**src/common/dds_consts.svh**
```systemverilog
// Constants for the serial waveform generator: word fields, control bits, timing counts.
// Assumes inclusion by bare name from files that also import dds_pkg.
`ifndef DDS_CONSTS_SVH
`define DDS_CONSTS_SVH

// ==========================================================================
// Serial word layout
// ==========================================================================
`define DDS_WORD_BITS     16
`define DDS_ADDR_HI       15
`define DDS_ADDR_LO       14
`define DDS_ADDR_CTRL     2'h0
`define DDS_ADDR_FREQ_A   2'h1
`define DDS_ADDR_FREQ_B   2'h2
`define DDS_ADDR_PHASE    2'h3
`define DDS_PAYLOAD_HI    13
`define DDS_PHASE_SEL     13
`define DDS_PHASE_HI      11

// ==========================================================================
// Control word bit positions
// ==========================================================================
`define DDS_B_FULL_WIDTH  13
`define DDS_B_HALF_SEL    12
`define DDS_B_FREQ_BANK   11
`define DDS_B_PHASE_BANK  10
`define DDS_B_ACC_RESET   8
`define DDS_B_CLK_GATE    7
`define DDS_B_DAC_OFF     6
`define DDS_B_SQUARE_EN   5
`define DDS_B_NO_HALVE    3
`define DDS_B_MODE        1

// ==========================================================================
// Reset values and timing
// ==========================================================================
`define DDS_MIDSCALE      10'h200
`define DDS_START_CYCLES  4'h8
`define DDS_SCLK_HALF     3'h3
`define DDS_BIT_LAST      4'hF
`define DDS_INIT_WORD     16'h0100

`endif

```
**src/common/dds_pkg.sv**
```systemverilog
// Types shared by both ends of the serial waveform generator link.
// Assumes nothing beyond a SystemVerilog compiler.
package dds_pkg;

  // ========================================================================
  // Types
  // ========================================================================
  typedef logic [15:0] dds_word_type;
  typedef logic [27:0] dds_freq_type;
  typedef logic [11:0] dds_phase_type;

  typedef enum logic [2:0] {
    DDS_RX_IDLE  = 3'b001,
    DDS_RX_SHIFT = 3'b010,
    DDS_RX_WAIT  = 3'b100
  } dds_rx_state_type;

  typedef enum logic [4:0] {
    DDS_TX_IDLE  = 5'b00001,
    DDS_TX_SETUP = 5'b00010,
    DDS_TX_LOW   = 5'b00100,
    DDS_TX_HIGH  = 5'b01000,
    DDS_TX_END   = 5'b10000
  } dds_tx_state_type;

endpackage

```
**src/common/dds_link_if.sv**
```systemverilog
// Three-wire serial link between the host and the waveform generator.
// Assumes one common clock; the host drives every wire.
`timescale 1ns/1ps

interface dds_link_if;
  logic sclk;
  logic frame_sync_n;
  logic serial_in;

  modport host   (output sclk, output frame_sync_n, output serial_in);
  modport device (input sclk, input frame_sync_n, input serial_in);
endinterface

```
**src/design/dds_device.sv**
```systemverilog
// Waveform generator end: serial word decoder, frequency and phase banks, accumulator,
// output select. Assumes sclk, frame_sync_n and serial_in are synchronous to core_clk.
// Function
// - Top bits 00 mean a control word.
// - Top bits 01/10 write frequency word A/B.
// - Full-width mode: low half then high half.
// - Half mode: one write changes one half.
// - Half-select picks low or high half.
// - Top bits 11 load phase offset A/B.
// - Reset bit clears accumulator, keeps registers.
// - Output resumes eight cycles after reset clears.
// - Host resets after power-up; a later user control word clears.
// - Two sleep bits decode four power states.
// - Clock gated: accumulator and output hold.
// - Writes still accepted while clock gated.
// - Sine path when square off, mode 0.
// - Mode 1 bypasses sine: 9-bit triangle, LSB zero.
// - Square output is MSB, optionally halved.
// - Host keeps converter on for triangle.
// - Bank pick chooses driving frequency word.
// - Output frequency is clock times word/2^28.
// - Selected phase offset added before conversion.
// - Frame sync low frames 16 bits.
`timescale 1ns/1ps
`include "dds_consts.svh"

module dds_device
  import dds_pkg::*;
(
  // Clock and reset
  input  wire logic       core_clk,
  input  wire logic       reset_n,
  // Serial link from the host
  dds_link_if.device      link,
  // Converter side
  output logic      [9:0] dac_code,
  output logic            dac_powered,
  output logic            square_out,
  // Status
  output logic            core_running
);

  // ========================================================================
  // Serial receiver
  // ========================================================================
  dds_rx_state_type rx_state;
  dds_rx_state_type next_rx_state;
  logic [14:0]      shift;
  logic [14:0]      next_shift;
  logic [3:0]       bit_count;
  logic [3:0]       next_bit_count;
  logic             sclk_q;
  logic             word_strobe;
  logic             next_word_strobe;
  dds_word_type     rx_word;
  dds_word_type     next_rx_word;
  logic             sclk_fall;

  assign sclk_fall = sclk_q & ~link.sclk;

  // Bits are taken on falling serial-clock edges while the frame is low.
  // A frame that ends early drops the partial word instead of decoding it.
  always_comb
  begin
    next_rx_state    = rx_state;
    next_shift       = shift;
    next_bit_count   = bit_count;
    next_word_strobe = 1'b0;
    next_rx_word     = rx_word;
    unique case (rx_state)
      DDS_RX_IDLE:
        if (!link.frame_sync_n)
        begin
          next_rx_state  = DDS_RX_SHIFT;
          next_bit_count = 4'h0;
        end
      DDS_RX_SHIFT:
        if (link.frame_sync_n)
          next_rx_state = DDS_RX_IDLE;
        else if (sclk_fall)
        begin
          next_shift     = {shift[13:0], link.serial_in};
          next_bit_count = bit_count + 4'h1;
          if (bit_count == `DDS_BIT_LAST)
          begin
            next_rx_word     = {shift, link.serial_in};
            next_word_strobe = 1'b1;
            next_rx_state    = DDS_RX_WAIT;
          end
        end
      DDS_RX_WAIT:
        if (link.frame_sync_n)
          next_rx_state = DDS_RX_IDLE;
    endcase
  end

  always_ff @(posedge core_clk or negedge reset_n)
  begin
    if (!reset_n)
    begin
      rx_state    <= DDS_RX_IDLE;
      shift       <= 15'h0000;
      bit_count   <= 4'h0;
      sclk_q      <= 1'b1;
      word_strobe <= 1'b0;
      rx_word     <= 16'h0000;
    end
    else
    begin
      rx_state    <= next_rx_state;
      shift       <= next_shift;
      bit_count   <= next_bit_count;
      sclk_q      <= link.sclk;
      word_strobe <= next_word_strobe;
      rx_word     <= next_rx_word;
    end
  end

  // ========================================================================
  // Word decoder and register banks
  // ========================================================================
  dds_freq_type  freq_word_a;
  dds_freq_type  freq_word_b;
  dds_phase_type phase_offset_a;
  dds_phase_type phase_offset_b;
  dds_freq_type  next_freq_a;
  dds_freq_type  next_freq_b;
  dds_phase_type next_phase_a;
  dds_phase_type next_phase_b;
  logic [15:0]   control;
  logic [15:0]   next_control;
  logic [13:0]   low_stage;
  logic [13:0]   next_low_stage;
  logic          stage_pending;
  logic          next_stage_pending;
  logic [1:0]    stage_addr;
  logic [1:0]    next_stage_addr;
  logic [1:0]    addr;
  logic [13:0]   payload;
  logic          commit;

  assign addr    = rx_word[`DDS_ADDR_HI:`DDS_ADDR_LO];
  assign payload = rx_word[`DDS_PAYLOAD_HI:0];
  assign commit  = stage_pending && (stage_addr == addr);

  // New value of one frequency word for a write of either bank.
  function automatic dds_freq_type dds_freq_update(input dds_freq_type old,
                                                   input logic [13:0] pay,
                                                   input logic full,
                                                   input logic done,
                                                   input logic [13:0] low,
                                                   input logic high_half);
    if (full)
      dds_freq_update = done ? {pay, low} : old;
    else if (high_half)
      dds_freq_update = {pay, old[13:0]};
    else
      dds_freq_update = {old[27:14], pay};
  endfunction

  // Writes are honoured in every power state, including a gated clock.
  always_comb
  begin
    next_freq_a        = freq_word_a;
    next_freq_b        = freq_word_b;
    next_phase_a       = phase_offset_a;
    next_phase_b       = phase_offset_b;
    next_control       = control;
    next_low_stage     = low_stage;
    next_stage_pending = stage_pending;
    next_stage_addr    = stage_addr;
    if (word_strobe)
    begin
      unique case (addr)
        `DDS_ADDR_CTRL:
        begin
          next_control       = rx_word;
          next_stage_pending = 1'b0;
        end
        `DDS_ADDR_FREQ_A, `DDS_ADDR_FREQ_B:
        begin
          if (addr == `DDS_ADDR_FREQ_A)
            next_freq_a = dds_freq_update(freq_word_a, payload,
                            control[`DDS_B_FULL_WIDTH], commit, low_stage,
                            control[`DDS_B_HALF_SEL]);
          else
            next_freq_b = dds_freq_update(freq_word_b, payload,
                            control[`DDS_B_FULL_WIDTH], commit, low_stage,
                            control[`DDS_B_HALF_SEL]);
          // A first write of a pair is staged; a write to the other frequency word restarts it.
          next_stage_pending = control[`DDS_B_FULL_WIDTH] && !commit;
          next_low_stage     = payload;
          next_stage_addr    = addr;
        end
        `DDS_ADDR_PHASE:
          if (rx_word[`DDS_PHASE_SEL])
            next_phase_b = rx_word[`DDS_PHASE_HI:0];
          else
            next_phase_a = rx_word[`DDS_PHASE_HI:0];
      endcase
    end
  end

  always_ff @(posedge core_clk or negedge reset_n)
  begin
    if (!reset_n)
    begin
      freq_word_a    <= 28'h0000000;
      freq_word_b    <= 28'h0000000;
      phase_offset_a <= 12'h000;
      phase_offset_b <= 12'h000;
      control        <= 16'h0000;
      low_stage      <= 14'h0000;
      stage_pending  <= 1'b0;
      stage_addr     <= 2'h0;
    end
    else
    begin
      freq_word_a    <= next_freq_a;
      freq_word_b    <= next_freq_b;
      phase_offset_a <= next_phase_a;
      phase_offset_b <= next_phase_b;
      control        <= next_control;
      low_stage      <= next_low_stage;
      stage_pending  <= next_stage_pending;
      stage_addr     <= next_stage_addr;
    end
  end

  // ========================================================================
  // Accumulator and output select
  // ========================================================================
  logic [27:0]   acc;
  logic [27:0]   next_acc;
  logic [3:0]    start_cnt;
  logic [3:0]    next_start_cnt;
  logic          msb_q;
  logic          halve_tog;
  logic          next_halve_tog;
  logic [9:0]    next_dac_code;
  logic          next_square_out;
  logic          run;
  logic          gated;
  logic          acc_reset;
  dds_freq_type  freq_sel;
  dds_phase_type phase_sum;
  logic [9:0]    phase10;
  logic [8:0]    tri_half;
  logic [9:0]    sine_amp;

  assign acc_reset = control[`DDS_B_ACC_RESET];
  assign gated     = control[`DDS_B_CLK_GATE];
  assign run       = !gated && !acc_reset && (start_cnt == 4'h0);
  assign freq_sel  = control[`DDS_B_FREQ_BANK] ? freq_word_b : freq_word_a;
  assign phase_sum = acc[27:16] + (control[`DDS_B_PHASE_BANK] ?
                                   phase_offset_b : phase_offset_a);
  assign phase10   = phase_sum[11:2];
  assign tri_half  = phase10[9] ? ~phase10[8:0] : phase10[8:0];

  dds_sine_lookup u_sine_lookup
  (
    .phase     (phase10),
    .amplitude (sine_amp)
  );

  // The accumulator and output stage advance only on enabled cycles.
  always_comb
  begin
    next_acc        = acc;
    next_start_cnt  = start_cnt;
    next_dac_code   = dac_code;
    next_square_out = square_out;
    next_halve_tog  = halve_tog;
    if (acc_reset)
    begin
      next_acc        = 28'h0000000;
      next_start_cnt  = `DDS_START_CYCLES;
      next_dac_code   = `DDS_MIDSCALE;
      next_square_out = 1'b0;
      next_halve_tog  = 1'b0;
    end
    else if (gated)
    begin
      // Everything holds; the last code stays on the converter.
    end
    else if (start_cnt != 4'h0)
      next_start_cnt = start_cnt - 4'h1;
    else
    begin
      next_acc = acc + freq_sel;
      if (phase10[9] && !msb_q)
        next_halve_tog = ~halve_tog;
      unique case ({control[`DDS_B_SQUARE_EN], control[`DDS_B_MODE]})
        2'h0: next_dac_code = sine_amp;
        2'h1: next_dac_code = {tri_half, 1'b0};
        2'h2: next_square_out = control[`DDS_B_NO_HALVE] ?
                                phase10[9] : halve_tog;
        2'h3:
        begin
          next_dac_code   = `DDS_MIDSCALE;
          next_square_out = 1'b0;
        end
      endcase
    end
  end

  always_ff @(posedge core_clk or negedge reset_n)
  begin
    if (!reset_n)
    begin
      acc          <= 28'h0000000;
      start_cnt    <= 4'h0;
      msb_q        <= 1'b0;
      halve_tog    <= 1'b0;
      dac_code     <= `DDS_MIDSCALE;
      square_out   <= 1'b0;
      dac_powered  <= 1'b1;
      core_running <= 1'b0;
    end
    else
    begin
      acc          <= next_acc;
      start_cnt    <= next_start_cnt;
      msb_q        <= run ? phase10[9] : msb_q;
      halve_tog    <= next_halve_tog;
      dac_code     <= next_dac_code;
      square_out   <= next_square_out;
      dac_powered  <= !control[`DDS_B_DAC_OFF];
      core_running <= run;
    end
  end

endmodule // dds_device

```
**src/design/dds_sine_lookup.sv**
```systemverilog
// Phase-to-amplitude conversion for the sinusoid output path.
// Assumes a 10-bit phase and offset-binary 10-bit amplitude; purely combinational.
`timescale 1ns/1ps
`include "dds_consts.svh"

module dds_sine_lookup
  import dds_pkg::*;
(
  // Phase in
  input  wire logic [9:0] phase,
  // Amplitude out
  output logic      [9:0] amplitude
);

  // ========================================================================
  // Half-wave shaping
  // ========================================================================
  // A parabola per half cycle; it trades a few percent harmonic error for
  // a table that would otherwise cost far more area than the datapath.
  function automatic logic [8:0] dds_half_wave(input logic [8:0] x);
    logic [17:0] prod;
    prod = 18'({9'h0, x} * (18'h200 - {9'h0, x}));
    dds_half_wave = (prod[17:7] > 11'h1FF) ? 9'h1FF : prod[15:7];
  endfunction

  // Lower half cycle (phase[9] low) adds to midscale, upper half subtracts.
  always_comb
  begin
    if (!phase[9])
      amplitude = `DDS_MIDSCALE + {1'b0, dds_half_wave(phase[8:0])};
    else
      amplitude = `DDS_MIDSCALE - {1'b0, dds_half_wave(phase[8:0])};
  end

endmodule // dds_sine_lookup

```
**src/flat_wrapper.sv**
```systemverilog
// flat-port wrapper written by rule: the top's interface ports become plain ports
module dds_device_flat import dds_pkg::*;
  (core_clk, reset_n, dac_code, dac_powered, square_out, core_running, link_sclk, link_frame_sync_n, link_serial_in);
  dds_link_if link_i ();
  input  wire logic core_clk;
  input  wire logic reset_n;
  output logic      [9:0] dac_code;
  output logic dac_powered;
  output logic square_out;
  output logic core_running;
  input wire logic [$bits(link_i.sclk)-1:0] link_sclk;
  input wire logic [$bits(link_i.frame_sync_n)-1:0] link_frame_sync_n;
  input wire logic [$bits(link_i.serial_in)-1:0] link_serial_in;
  assign link_i.sclk = link_sclk;
  assign link_i.frame_sync_n = link_frame_sync_n;
  assign link_i.serial_in = link_serial_in;
  dds_device u_core (.core_clk(core_clk), .reset_n(reset_n), .link(link_i), .dac_code(dac_code), .dac_powered(dac_powered), .square_out(square_out), .core_running(core_running));
endmodule
```
**config.mk**
```make
export PLATFORM = sky130hd
export DESIGN_NAME = dds_device_flat
export DESIGN_NICKNAME = d
export VERILOG_FILES = /design/src/common/dds_pkg.sv /design/src/common/dds_link_if.sv /design/src/design/dds_device.sv /design/src/design/dds_sine_lookup.sv /design/src/flat_wrapper.sv
export VERILOG_INCLUDE_DIRS = /design/src /design/src/common
export SDC_FILE = /design/constraint.sdc
export NUM_CORES = 1
export LEC_CHECK = 0
export BUFFER_PORTS_ARGS = -buffer_cell sky130_fd_sc_hd__buf_2
export CELL_PAD_IN_SITES_DETAIL_PLACEMENT = 0
export CELL_PAD_IN_SITES_GLOBAL_PLACEMENT = 1
export CORE_UTILIZATION = 50
export CTS_BUF_LIST = sky130_fd_sc_hd__clkbuf_8
export DETAILED_ROUTE_END_ITERATION = 8
export PLACE_DENSITY = 0.83
export SYNTH_ARGS = -nofsm -noshare
export SYNTH_HDL_FRONTEND = slang
export SYNTH_SLANG_ARGS = --single-unit
```
**constraint.sdc**
```tcl
create_clock -name core_clk -period 27.5 [get_ports core_clk]
set_input_delay 4.125 -clock core_clk [delete_from_list [all_inputs] [get_ports core_clk]]
set_output_delay 4.125 -clock core_clk [all_outputs]
set_load 0.03 [all_outputs]
```
==> After elaboration in Yosys (flattened, before gate mapping) <==
Cells that the tools add are included.
{ "word_totals": {"input_bits": 5, "output_inout_bits": 13, "elab_cells": 143, "regBits": 198} }
{ "classes": {"n_bitwise": 7, "reduce_logical": 40, "eq_ne": 21, "addsub": 7, "mul": 1, "n_lt_le_gt_ge": 1, "n_mux": 42} }
{ "op_table": {"columns": ["cell", "count"], "rows": [
  ["28-bit 2-to-1 mux", 7],
  ["10-bit 2-to-1 mux", 4],
  ["10-bit case mux with 3 select lines", 1],
  ["28-bit adder", 1],
  ["4-bit 2-to-1 mux", 6],
  ["5-bit AND reduction", 4],
  ["10-bit by 11-bit multiplier with 18-bit output", 1],
  ["9-bit 2-to-1 mux", 2],
  ["3-bit AND reduction", 6],
  ["3-bit 2-to-1 mux", 5],
  ["12-bit adder", 1],
  ["1-bit 2-to-1 mux", 12],
  ["12-bit 2-to-1 mux", 1],
  ["4-bit AND reduction", 3],
  ["11-bit by 9-bit greater-than comparator with 1-bit output, second input constant", 1],
  ["10-bit by 9-bit subtractor with 11-bit output, first input constant", 1],
  ["10-bit by 9-bit adder with 10-bit output, first input constant", 1],
  ["2-bit AND reduction", 5],
  ["2-bit nonzero test", 5],
  ["10-bit by 9-bit subtractor with 10-bit output, first input constant", 1],
  ["9-bit inverter", 1],
  ["3-bit case mux with 3 select lines", 1],
  ["2-bit equality test, second input constant", 4],
  ["2-bit by 1-bit inequality test with 1-bit output, second input constant", 4],
  ["other kinds (21)", 41]
]} }

==> Longest topological paths before layout <==
Gate-level depths: netlist of the first run.
{ "logic_depth": {"depth_word": 12, "ltp_mapped": 35, "ltp_nobuf": 32} }

==> Cells and area by module <==
From an unflattened synthesis of the first run, not the netlist that was laid out.
{ "unflattened": {"cells_unflattened": 1431, "area_unflattened_um2": 13899.6} }
{ "by_module_without_submodules": {"columns": ["module", "cells_each", "seq_area_each_um2", "n_inst", "area_per_inst_um2"], "rows": [
  ["dds_device", 1015, 4859.7, 1, 10246.1],
  ["dds_sine_lookup", 416, 0.0, 1, 3653.5]
]} }

==> Worst setup path before layout of the first run <==
No wires, ideal clock.
{ "synth_timing": {"path_type": "flip-flop to flip-flop", "from": "register u_core.control[10]", "to": "register u_core.dac_code[8]", "stages_incl_launch_ff": 32, "setup_slack_ns": 18.714, "path_buffers": 1, "t_arrival_ns": 8.704, "period_less_slack_ns": 8.786, "required_ns": 27.417, "setup_ns": 0.083, "cell_sequence": "dfrtp_1 > clkbuf_1 > mux2_2 > ha_1 > and4_1 > a221o_1 > nor2_1 > inv_1 > ha_1 > or3b_2 > nor3_1 > and3_1 > ha_1 > nand2b_1 > fa_1 > inv_1 > fa_1 > fa_1 > fa_1 > inv_1 > fa_1 > inv_1 > ha_1 > o21ai_0 > nor2_1 > a211o_1 > xnor2_1 > o211ai_1 > nand2b_1 > nor3_1 > mux2_2 > o21ai_0"} }
{ "synth_between": {"elab_chain_len": 12, "elab_cells_between_ends": 15, "cone_classes": "4 x add/sub; 1 x mul; 1 x order compare; 8 x mux; 1 x bitwise"} }
{ "synth_rtl": {"columns": ["element", "line_no", "source"], "rows": [
  ["start: declaration", "dds_device.sv:130", "logic [15:0] control;"],
  ["start signal: assignment", "dds_device.sv:223", "control <= next_control;"],
  ["12-bit 2-to-1 mux (*)", "dds_device.sv:255", "assign phase_sum = acc[27:16] + (control[`DDS_B_PHASE_BANK] ?"],
  ["12-bit adder (*)", "dds_device.sv:255", null],
  ["10-bit by 9-bit subtractor with 11-bit output", "dds_sine_lookup.sv:22", "prod = 18'({9'h0, x} * (18'h200 - {9'h0, x}));"],
  ["10-bit by 11-bit multiplier with 18-bit output", "dds_sine_lookup.sv:22", null],
  ["11-bit by 9-bit greater-than comparator with 1-bit output", "dds_sine_lookup.sv:23", "dds_half_wave = (prod[17:7] > 11'h1FF) ? 9'h1FF : prod[15:7];"],
  ["9-bit 2-to-1 mux", "dds_sine_lookup.sv:23", null],
  ["10-bit by 9-bit adder with 10-bit output (no source line) or 10-bit by 9-bit subtractor with 10-bit output (tied branches)", null, null],
  ["10-bit 2-to-1 mux", "dds_sine_lookup.sv:29", "if (!phase[9])"],
  ["10-bit case mux with 3 select lines (*)", "dds_device.sv:293", "unique case ({control[`DDS_B_SQUARE_EN], control[`DDS_B_MODE]})"],
  ["10-bit 2-to-1 mux (*)", "dds_device.sv:286", "else if (start_cnt != 4'h0)"],
  ["10-bit 2-to-1 mux (*)", "dds_device.sv:282", "else if (gated)"],
  ["10-bit 2-to-1 mux (*)", "dds_device.sv:274", "if (acc_reset)"],
  ["end signal: assignment", "dds_device.sv:315", "dac_code <= `DDS_MIDSCALE;"],
  ["end signal: assignment", "dds_device.sv:326", "dac_code <= next_dac_code;"],
  ["end: declaration", "dds_device.sv:36", "output logic [9:0] dac_code,"]
]} }
Mark *: on every way between the ends. The rest lies on a longest branch, timed or not. The select of a mux whose other input is x is not followed.
A chain may end at the register's enable or synchronous reset.

==> Worst setup path after layout of the first run <==
{ "layout_timing": {"from": "register u_core.control[10]", "to": "register u_core.dac_code[2]"} }
The elaborated chain is that of the path after synthesis.

==> results of run 1 <==
## metal layers
layer,vias to the layer above,part of all wire (%)
li1,4663,-
met1,4682,51
met2,126,44
met3,18,3.7
met4,0,0.71
met5,-,0
## state kept, by name, summed over array words and instances, names as in the netlist, 2 cells and up
name / flops
u_core.rx_word: 16
u_core.phase_offset_a: 12
u_core.control: 10
u_core.freq_word_b: 28
u_core.phase_offset_b: 12
u_core.freq_word_a: 28
u_core.bit_count: 4
u_core.start_cnt: 4
u_core.dac_code: 10
u_core.stage_addr: 2
u_core.low_stage: 14
u_core.acc: 28
u_core.rx_state: 3
u_core.shift: 15
## where the power goes
group          switching, mW  internal (mW)  leakage, nW
combinational         0.0162        0.00745         4.34
sequential           0.00522          0.292         2.64
clock                  0.129         0.0754        0.224
## final cells by class
| class | instances | area share, % |
|---|---|---|
| multi-input combinational | 1019 | 55.4 |
| sequential | 194 | 34.4 |
| tap | 335 | 2.97 |
| inverter | 92 | 2.45 |
| clock buffer | 17 | 1.66 |
| clock inverter | 15 | 1.58 |
| timing repair buffer | 32 | 1.46 |
## cells by family after synthesis
logic type                 after synthesis  synth area share (%)
AOI/OAI and AO/OA                      255                  12.5
xor gates and xnor gates                56                  3.83
adders and majority gates              159                  18.1
buffers and inverters                  142                  4.15
DFF                                    194                  36.9
muxes                                  122                  10.4
other                                    2                0.0570
and+or+nand+nor                        419                  14.1
## synth_stat cells, drive strengths merged (20+ instances only)
cell type / number / area [µm²]
a21o: 25 / 188
a21oi: 90 / 450
clkbuf: 39 / 146
dfrtp: 190 / 4750
fa: 53 / 1060
ha: 106 / 1330
inv: 90 / 338
mux2: 117 / 1320
nand2: 178 / 668
nand2b: 26 / 163
nand3: 20 / 100
nor2: 117 / 439
nor3: 23 / 125
o21ai: 44 / 220
xnor2: 34 / 298
xor2: 21 / 184
## through the flow
step / utilization (%) / hold WS (ns) / instances / area (µm²) / power, mW
finish: 54.3 / 0.416 / 1704 / 14100 / 0.525
global route: 54.3 / 0.433 / 1704 / 14100 / 0.546
CTS: 54.3 / 0.416 / 1704 / 14100 / 0.531
detailed placement: 52.5 / 0.394 / 1672 / 13700 / 0.327
global placement: 52.5 / 0.393 / 1672 / 13700 / 0.326
floorplan: - / 0.355 / 1355 / 13200 / 0.316
## worst min path at each step
stage               slack (ns)            endpoint  cells after the start
detailed placement        0.39  u_core.dac_powered                      1
global route              0.43  u_core.dac_powered                      1
floorplan                 0.36  u_core.dac_powered                      1
global placement          0.39  u_core.dac_powered                      1
finish                    0.42  u_core.dac_powered                      1
CTS                       0.42  u_core.dac_powered                      1
## worst max-delay path: cells and delay by family (launching register included)
family | cells | cell delay [ns]
AOI/OAI and AO/OA | 7 | 1.97
xor gates and xnor gates | 1 | 0.66
adders and majority gates | 8 | 3.60
buffers and inverters | 6 | 0.51
DFF | 1 | 0.70
muxes | 2 | 0.69
and+or+nand+nor | 6 | 1.37
==> impl_summary.txt, run 1 <==
----------------------------------------------------
[Final layout]
  Area added between synthesis and finish ... 7.03%
  Layout filler cell count ... 2339
  Flip-flop and latch area ... 4860 µm²
  Area of the multi-input gates ... 7820 µm²
  Most common cell after layout, fill and taps aside ... sky130_fd_sc_hd__dfrtp_1
  Most frequent cells in the layout ... sky130_fd_sc_hd__dfrtp_1, sky130_fd_sc_hd__nand2_1, sky130_fd_sc_hd__nor2_1, sky130_fd_sc_hd__mux2_2, sky130_fd_sc_hd__ha_1
  Share of final-layout standard cells stronger than drive strength 1 ... 14.6%
  Net count of the finished layout ... 1520
  N_diodes ... 0

[CTS]
  TritonCTS buffer count ... 17
  H-tree depth ... 4
  Hold buffers post-CTS ... 0
  Max Root-Sink Buffers ... 2
  Root buf cell ... sky130_fd_sc_hd__clkbuf_8
  Setup Buffers After CTS ... 0
  Clock insertion delay at the later pin of the skew report ... 0.50 ns
  Number of clock sinks seen by CTS ... 194
  Clock tree from TritonCTS ... done
  Clock transition at the registers of the reported paths ... 0.12 ns
  PostCTS Resize Cnt ... 0

[Synthesis]
  Synthesized cell area ... 13200 µm²
  Share of the yosys chip area belonging to registers ... 36.9%
  Synth warnings ... 0
  Share of synthesized flip-flops with an asynchronous set or reset ... 100%
  Commonest register cell after synthesis ... sky130_fd_sc_hd__dfrtp_1
  Mean instance size in the synthesized netlist ... 9.77 µm²
  Post-Syn Instances ... 1349
  Flip-flop and latch count after synthesis ... 194
  Synth cell types ... 68
  EDFF count, synth ... 0

[Timing]
  Pin slew with the least headroom to its limit ... 1.24 ns
  Final critical delay including setup and external delays ... 9.60 ns
  Maximum achievable frequency ... 0.104 GHz
  Max_slew headroom ... 17.1%
  RSZ-0062 raised after global routing ... false
  Hold violation count in the final report ... 0
  Worst Skew ... 0.0306 ns
  Fin worst setup slack ... 17.90 ns
  Period Utilization, post-route ... 34.9%
  Setup TNS ... 0 ns
  Finish-stage setup viols ... 0
  Final count of pins violating max slew ... 0

[Route]
  Remaining DRCs ... 0
  Wirelength per Cell ... 17.5 µm
  Vias ... 9489
  Drt first-iter violations ... 565
  Average vias per placed instance ... 5.57
  DRT Wirelength ... 29800 µm
  Number of detailed-route iterations in the first pass ... 5
  Post-route antenna net violation count ... 0

[Global routing]
  First-pass GRT wire length ... 48700 µm
  Sum of overflow across all layers after global routing ... 0
  Met3 track utilization from global routing ... 3.94%
  Antenna violations before repair ... 0
  Global routing met2 resource utilization ... 35.3%
  Overall fraction of global-route tracks in use ... 23.3%
  Vias in the first global route ... 9332
  Met1 track utilization from global routing ... 34.9%
  Layer carrying the most global-route usage ... met2
  Pin count of the biggest net entering global routing ... 116

[Worst hold path]
  Path type of the worst min-delay path ... flip-flop to flip-flop
  Startpoint of the worst hold path ... u_core.control[6]

[Pwr]
  Power density relative to cell area ... 37.2 nW/µm²
  Peak supply drop ... 0.0000308 V
  Leakage component of the power ... 7.21 nW

[Worst setup path]
  Setup slack of the worst register-to-register path ... 17.90 ns
  Crit path from ... u_core.control[10]
  Required arrival time at the worst endpoint ... 27.90 ns
  Critical path startpoint category ... flip-flop
  Crit path to ... u_core.dac_code[2]
  Terminus of the critical flop-to-flop path ... u_core.dac_code[2]
  Start-to-end type of the worst setup path ... flip-flop to flip-flop
  Max Fanout on Critical Path ... 16
  Origin of the critical flop-to-flop path ... u_core.control[10]
  Cell occurring most often along the worst timing path ... sky130_fd_sc_hd__inv_1
  Maximum cell stage delay along the critical path ... 0.70 ns
  Cells on worst reg2reg path ... 30
  Arrival time worst endpoint ... 10.00 ns
  Kind of capture point of the worst setup path ... flip-flop
  Master of the slowest instance on the critical path ... sky130_fd_sc_hd__dfrtp_1

[Die]
  Ports ... 18
  Floorplan die width ... 164 µm
  Core Footprint ... 26000 µm²
  Die height ... 164 µm
  Std cell rows ... 59
  Effective utilization at floorplan ... 50.7%
  Die area ... 27000 µm²

[Placed design]
  Setup Slack @ Placement ... 17.92 ns
  Final GP Congestion ... 0.866
  Input/output buffers ... 17
  HPWL Detailed ... 21600 µm

[Status]
  Outcome ... complete, no violations

[Run]
  Count of max-cap constraint violations ... 0

----------------------------------------------------
Note: power is estimated with default switching activity, not from simulation.
==> run 2: changes to the inputs <==
ABC_AREA = 1   (was default)
CORE_UTILIZATION = 45   (was 50)
PLACE_DENSITY = 0.82   (was 0.83)
clock period = 8 ns   (was 27.5 ns; I/O delays follow)
==> impl_summary.txt, run 2 <==
----------------------------------------------------
[Synthesis]
  Synth cell types ... 57 (was 68)
  Mux cell area share after synthesis ... 3.24% (was 10.4%)
  Synthesized-area fraction occupied by xor and xnor cells ... 1.03% (was 3.83%)
  Synth warnings ... 0 (unchanged)
  Main combinational cell family by area after synthesis ... simple AND/OR/NAND/NOR gates (was adder cells)
  Area leader, netlist ... sky130_fd_sc_hd__dfrtp_1 (unchanged)
  Mean instance size in the synthesized netlist ... 7.92 µm² (was 9.77 µm²)
  EDFF count, synth ... 0 (unchanged)
  Complex-gate fraction of the synthesized area ... 12.3% (was 12.5%)
  Share of the yosys chip area belonging to registers ... 35.9% (was 36.9%)
  Post-Syn Instances ... 1708 (was 1349)
  Leading post-synthesis cells by instance count ... sky130_fd_sc_hd__nand2_1, sky130_fd_sc_hd__inv_1, sky130_fd_sc_hd__dfrtp_1, sky130_fd_sc_hd__o21ai_0 (was sky130_fd_sc_hd__dfrtp_1, sky130_fd_sc_hd__nand2_1, sky130_fd_sc_hd__nor2_1, sky130_fd_sc_hd__mux2_2, sky130_fd_sc_hd__ha_1)
  Fraction of the mapped netlist area in simple logic gates ... 22.1% (was 14.1%)
  Synthesized cell area ... 13500 µm² (was 13200 µm²)
  Commonest register cell after synthesis ... sky130_fd_sc_hd__dfrtp_1 (unchanged)
  Largest cells by area after synthesis ... sky130_fd_sc_hd__dfrtp_1, sky130_fd_sc_hd__nand2_1, sky130_fd_sc_hd__ha_1 (was sky130_fd_sc_hd__dfrtp_1, sky130_fd_sc_hd__ha_1, sky130_fd_sc_hd__mux2_2)
  Share of synthesized flip-flops with an asynchronous set or reset ... 100% (unchanged)
  Share of synthesized cell area in full adder, half adder and majority cells ... 17.6% (was 18.1%)
  Synth top area share ... 35.1% (was 36.1%)
  Flip-flop and latch count after synthesis ... 194 (unchanged)
  Cell with the most instances after synthesis ... sky130_fd_sc_hd__nand2_1 (was sky130_fd_sc_hd__dfrtp_1)

[Timing]
  Setup TNS ... 0 ns (unchanged)
  Pin slew with the least headroom to its limit ... 1.07 ns (was 1.24 ns)
  Maximum achievable frequency ... 0.133 GHz (was 0.104 GHz)
  Final critical delay including setup and external delays ... 7.49 ns (was 9.60 ns)
  Final count of pins violating max slew ... 0 (unchanged)
  Max_slew headroom ... 28.3% (was 17.1%)
  Worst hold margin ... 0.401 ns (was 0.416 ns)
  Finish-stage setup viols ... 0 (unchanged)
  Period Utilization, post-route ... 93.7% (was 34.9%)
  Hold violation count in the final report ... 0 (unchanged)
  Worst Skew ... 0.0221 ns (was 0.0306 ns)

[Route]
  DRT Wirelength ... 32900 µm (was 29800 µm)
  Remaining DRCs ... 0 (unchanged)
  Average vias per placed instance ... 5.10 (was 5.57)
  Wirelength per Cell ... 15.5 µm (was 17.5 µm)
  Number of detailed-route iterations in the first pass ... 7 (was 5)
  Vias ... 10858 (was 9489)
  Drt first-iter violations ... 835 (was 565)
  Post-route antenna net violation count ... 0 (unchanged)

[Worst setup path]
  Maximum cell stage delay along the critical path ... 0.55 ns (was 0.70 ns)
  Cell occurring most often along the worst timing path ... sky130_fd_sc_hd__nand2_1 (was sky130_fd_sc_hd__inv_1)
  Master of the slowest instance on the critical path ... sky130_fd_sc_hd__fa_1 (was sky130_fd_sc_hd__dfrtp_1)
  Cells on worst reg2reg path ... 42 (was 30)
  Kind of capture point of the worst setup path ... flip-flop (unchanged)
  Critical path startpoint category ... flip-flop (unchanged)
  Arrival time worst endpoint ... 7.88 ns (was 10.00 ns)
  Required arrival time at the worst endpoint ... 8.38 ns (was 27.90 ns)
  Start-to-end type of the worst setup path ... flip-flop to flip-flop (unchanged)
  Max Fanout on Critical Path ... 8 (was 16)

[CTS]
  TritonCTS buffer count ... 17 (unchanged)
  Number of clock sinks seen by CTS ... 194 (unchanged)
  Clock tree from TritonCTS ... done (unchanged)
  Root buf cell ... sky130_fd_sc_hd__clkbuf_8 (unchanged)
  Max Root-Sink Buffers ... 2 (unchanged)
  Clock insertion delay at the later pin of the skew report ... 0.49 ns (was 0.50 ns)
  Clock transition at the registers of the reported paths ... 0.11 ns (was 0.12 ns)
  H-tree depth ... 4 (unchanged)

[Pwr]
  Leakage component of the power ... 7.50 nW (was 7.21 nW)
  Combinational share of power ... 22.7% (was 4.5%)
  Reported net switching power ... 0.802 mW (was 0.151 mW)
  Share of total power consumed by net switching ... 34.4% (was 28.7%)
  Share of total power in sequential cells ... 49.9% (was 56.5%)
  Power density relative to cell area ... 160 nW/µm² (was 37.2 nW/µm²)
  Share of total power in the clock network ... 27.4% (was 39.0%)
  P_int ... 1.53 mW (was 0.375 mW)
  Peak supply drop ... 0.000125 V (was 0.0000308 V)

[Placed design]
  HPWL Detailed ... 24500 µm (was 21600 µm)
  Input/output buffers ... 17 (unchanged)
  Final GP Congestion ... 0.899 (was 0.866)

[Final layout]
  N_diodes ... 0 (unchanged)
  Largest registers ranked by flip-flop count ... u_core.acc: 28 flops, u_core.freq_word_a: 28 flops, u_core.freq_word_b: 28 flops (unchanged)
  Flip-flop and latch area ... 4860 µm² (about the same)
  Most frequent cells in the layout ... sky130_fd_sc_hd__nand2_1, sky130_fd_sc_hd__inv_1, sky130_fd_sc_hd__dfrtp_1 (was sky130_fd_sc_hd__dfrtp_1, sky130_fd_sc_hd__nand2_1, sky130_fd_sc_hd__nor2_1, sky130_fd_sc_hd__mux2_2, sky130_fd_sc_hd__ha_1)
  Area added between synthesis and finish ... 7.66% (was 7.03%)
  Share of final-layout standard cells stronger than drive strength 1 ... 9.84% (was 14.6%)
  Net count of the finished layout ... 1888 (was 1520)
  Layout Utilization ... 49.2% (was 54.3%)
  Layout filler cell count ... 2955 (was 2339)
  Area of the multi-input gates ... 7730 µm² (was 7820 µm²)
  Most common cell after layout, fill and taps aside ... sky130_fd_sc_hd__nand2_1 (was sky130_fd_sc_hd__dfrtp_1)

[Run]
  Count of max-cap constraint violations ... 0 (unchanged)

[Die]
  Effective utilization at floorplan ... 45.7% (was 50.7%)
  Ports ... 18 (unchanged)
  Die area ... 30800 µm² (was 27000 µm²)
  Core Footprint ... 29600 µm² (was 26000 µm²)
  Floorplan die width ... 175 µm (was 164 µm)
  Std cell rows ... 63 (was 59)
  Die height ... 175 µm (was 164 µm)

[Global routing]
  First-pass GRT wire length ... 55000 µm (was 48700 µm)
  Vias in the first global route ... 10758 (was 9332)
  Antenna violations before repair ... 0 (unchanged)
  Pin count of the biggest net entering global routing ... 121 (was 116)
  Overall fraction of global-route tracks in use ... 22.8% (was 23.3%)
  Sum of overflow across all layers after global routing ... 0 (unchanged)

[Worst hold path]
  Path type of the worst min-delay path ... flip-flop to flip-flop (unchanged)
  Instance count along the most critical hold path ... 1 (unchanged)

[Status]
  Outcome ... complete, no violations (unchanged)

----------------------------------------------------
-- run 2: cell types whose count changed after synthesis, moves of 29 or more --
cell,previous run,this run
sky130_fd_sc_hd__a21oi_1,90,61
sky130_fd_sc_hd__inv_1,90,216
sky130_fd_sc_hd__mux2_2,116,38
sky130_fd_sc_hd__nand2_1,178,482
sky130_fd_sc_hd__nand3_1,20,71
sky130_fd_sc_hd__o21ai_0,40,187
sky130_fd_sc_hd__xnor2_1,34,4
-- run 2: cell type report --
cell class / instances / area share (%)
inverter: 228 / 5.91
tap: 390 / 3.35
clock inverter: 14 / 0.910
timing repair buffer: 38 / 1.71
sequential: 194 / 33.4
multi-input combinational: 1245 / 53.1
clock buffer: 18 / 1.70
-- run 2: path summary, 6_finish.rpt --
check / startpoint / slack [ns] / end
hold / removal: u_core.control[6] / 0.40 / u_core.dac_powered
hold reg to reg: u_core.control[6] / 0.40 / u_core.dac_powered
setup / recovery: u_core.control[10] / 0.51 / u_core.dac_code[5]
setup reg to reg: u_core.control[10] / 0.51 / u_core.dac_code[5]
max in group asynchronous: reset_n / 5.59 / u_core.freq_word_a[18]
min in group asynchronous: reset_n / 0.86 / u_core.dac_code[1]
-- run 2: power by group through the flow --
stage	clock [mW]	sequential, mW	combinational (mW)
final	0.638	1.16	0.529
after global routing	0.694	1.18	0.607
after CTS	0.655	1.16	0.532
after detailed placement	0	1.18	0.530
after global placement	0	1.18	0.517
after floorplan	0	1.22	0.329
-- run 2: critical path, delay by kind of cell, from the launching register on --
kind,cells,cell delay (ns)
muxes,1,0.34
DFF,1,0.43
and+or+nand+nor,23,2.12
adders and majority gates,9,3.68
buffers and inverters,8,0.67
AOI/OAI and AO/OA,1,0.16
-- run 2: cell families after synthesis --
group	count (synthesis)
muxes	39
AOI/OAI and AO/OA	305
other	2
adders and majority gates	159
xor gates and xnor gates	15
buffers and inverters	275
and+or+nand+nor	719
DFF	194
-- run 2: timing repair --
| action | 4_1_cts | 5_1_grt |
|---|---|---|
| hold buffers | 0 | 0 |
| setup endpoints to repair | 0 | 10 |
| resized for setup | 0 | 25 |
| hold endpoints to repair | 0 | 0 |
| setup buffers | 0 | 5 |
-- run 2: metrics by stage --
stage / setup slack, ns / area (µm²) / std cells / power (mW)
final: 0.505 / 14600 / 2127 / 2.33
after global routing: -0.0372 / 14600 / 2127 / 2.48
after CTS: 0.255 / 14400 / 2122 / 2.35
after detailed placement: 0.295 / 14100 / 2090 / 1.71
after global placement: 0.374 / 14100 / 2090 / 1.69
after floorplan: 0.440 / 13600 / 1714 / 1.55
-- run 2: metal layers --
metal  vias up  global-route usage (%)  part of all wire (%)
met5         -                       0                     0
met4         0                    7.25                   2.5
met3        45                    3.27                   2.8
met2       147                    37.4                    47
met1      5129                    31.0                    48
li1       5537                       -                     -
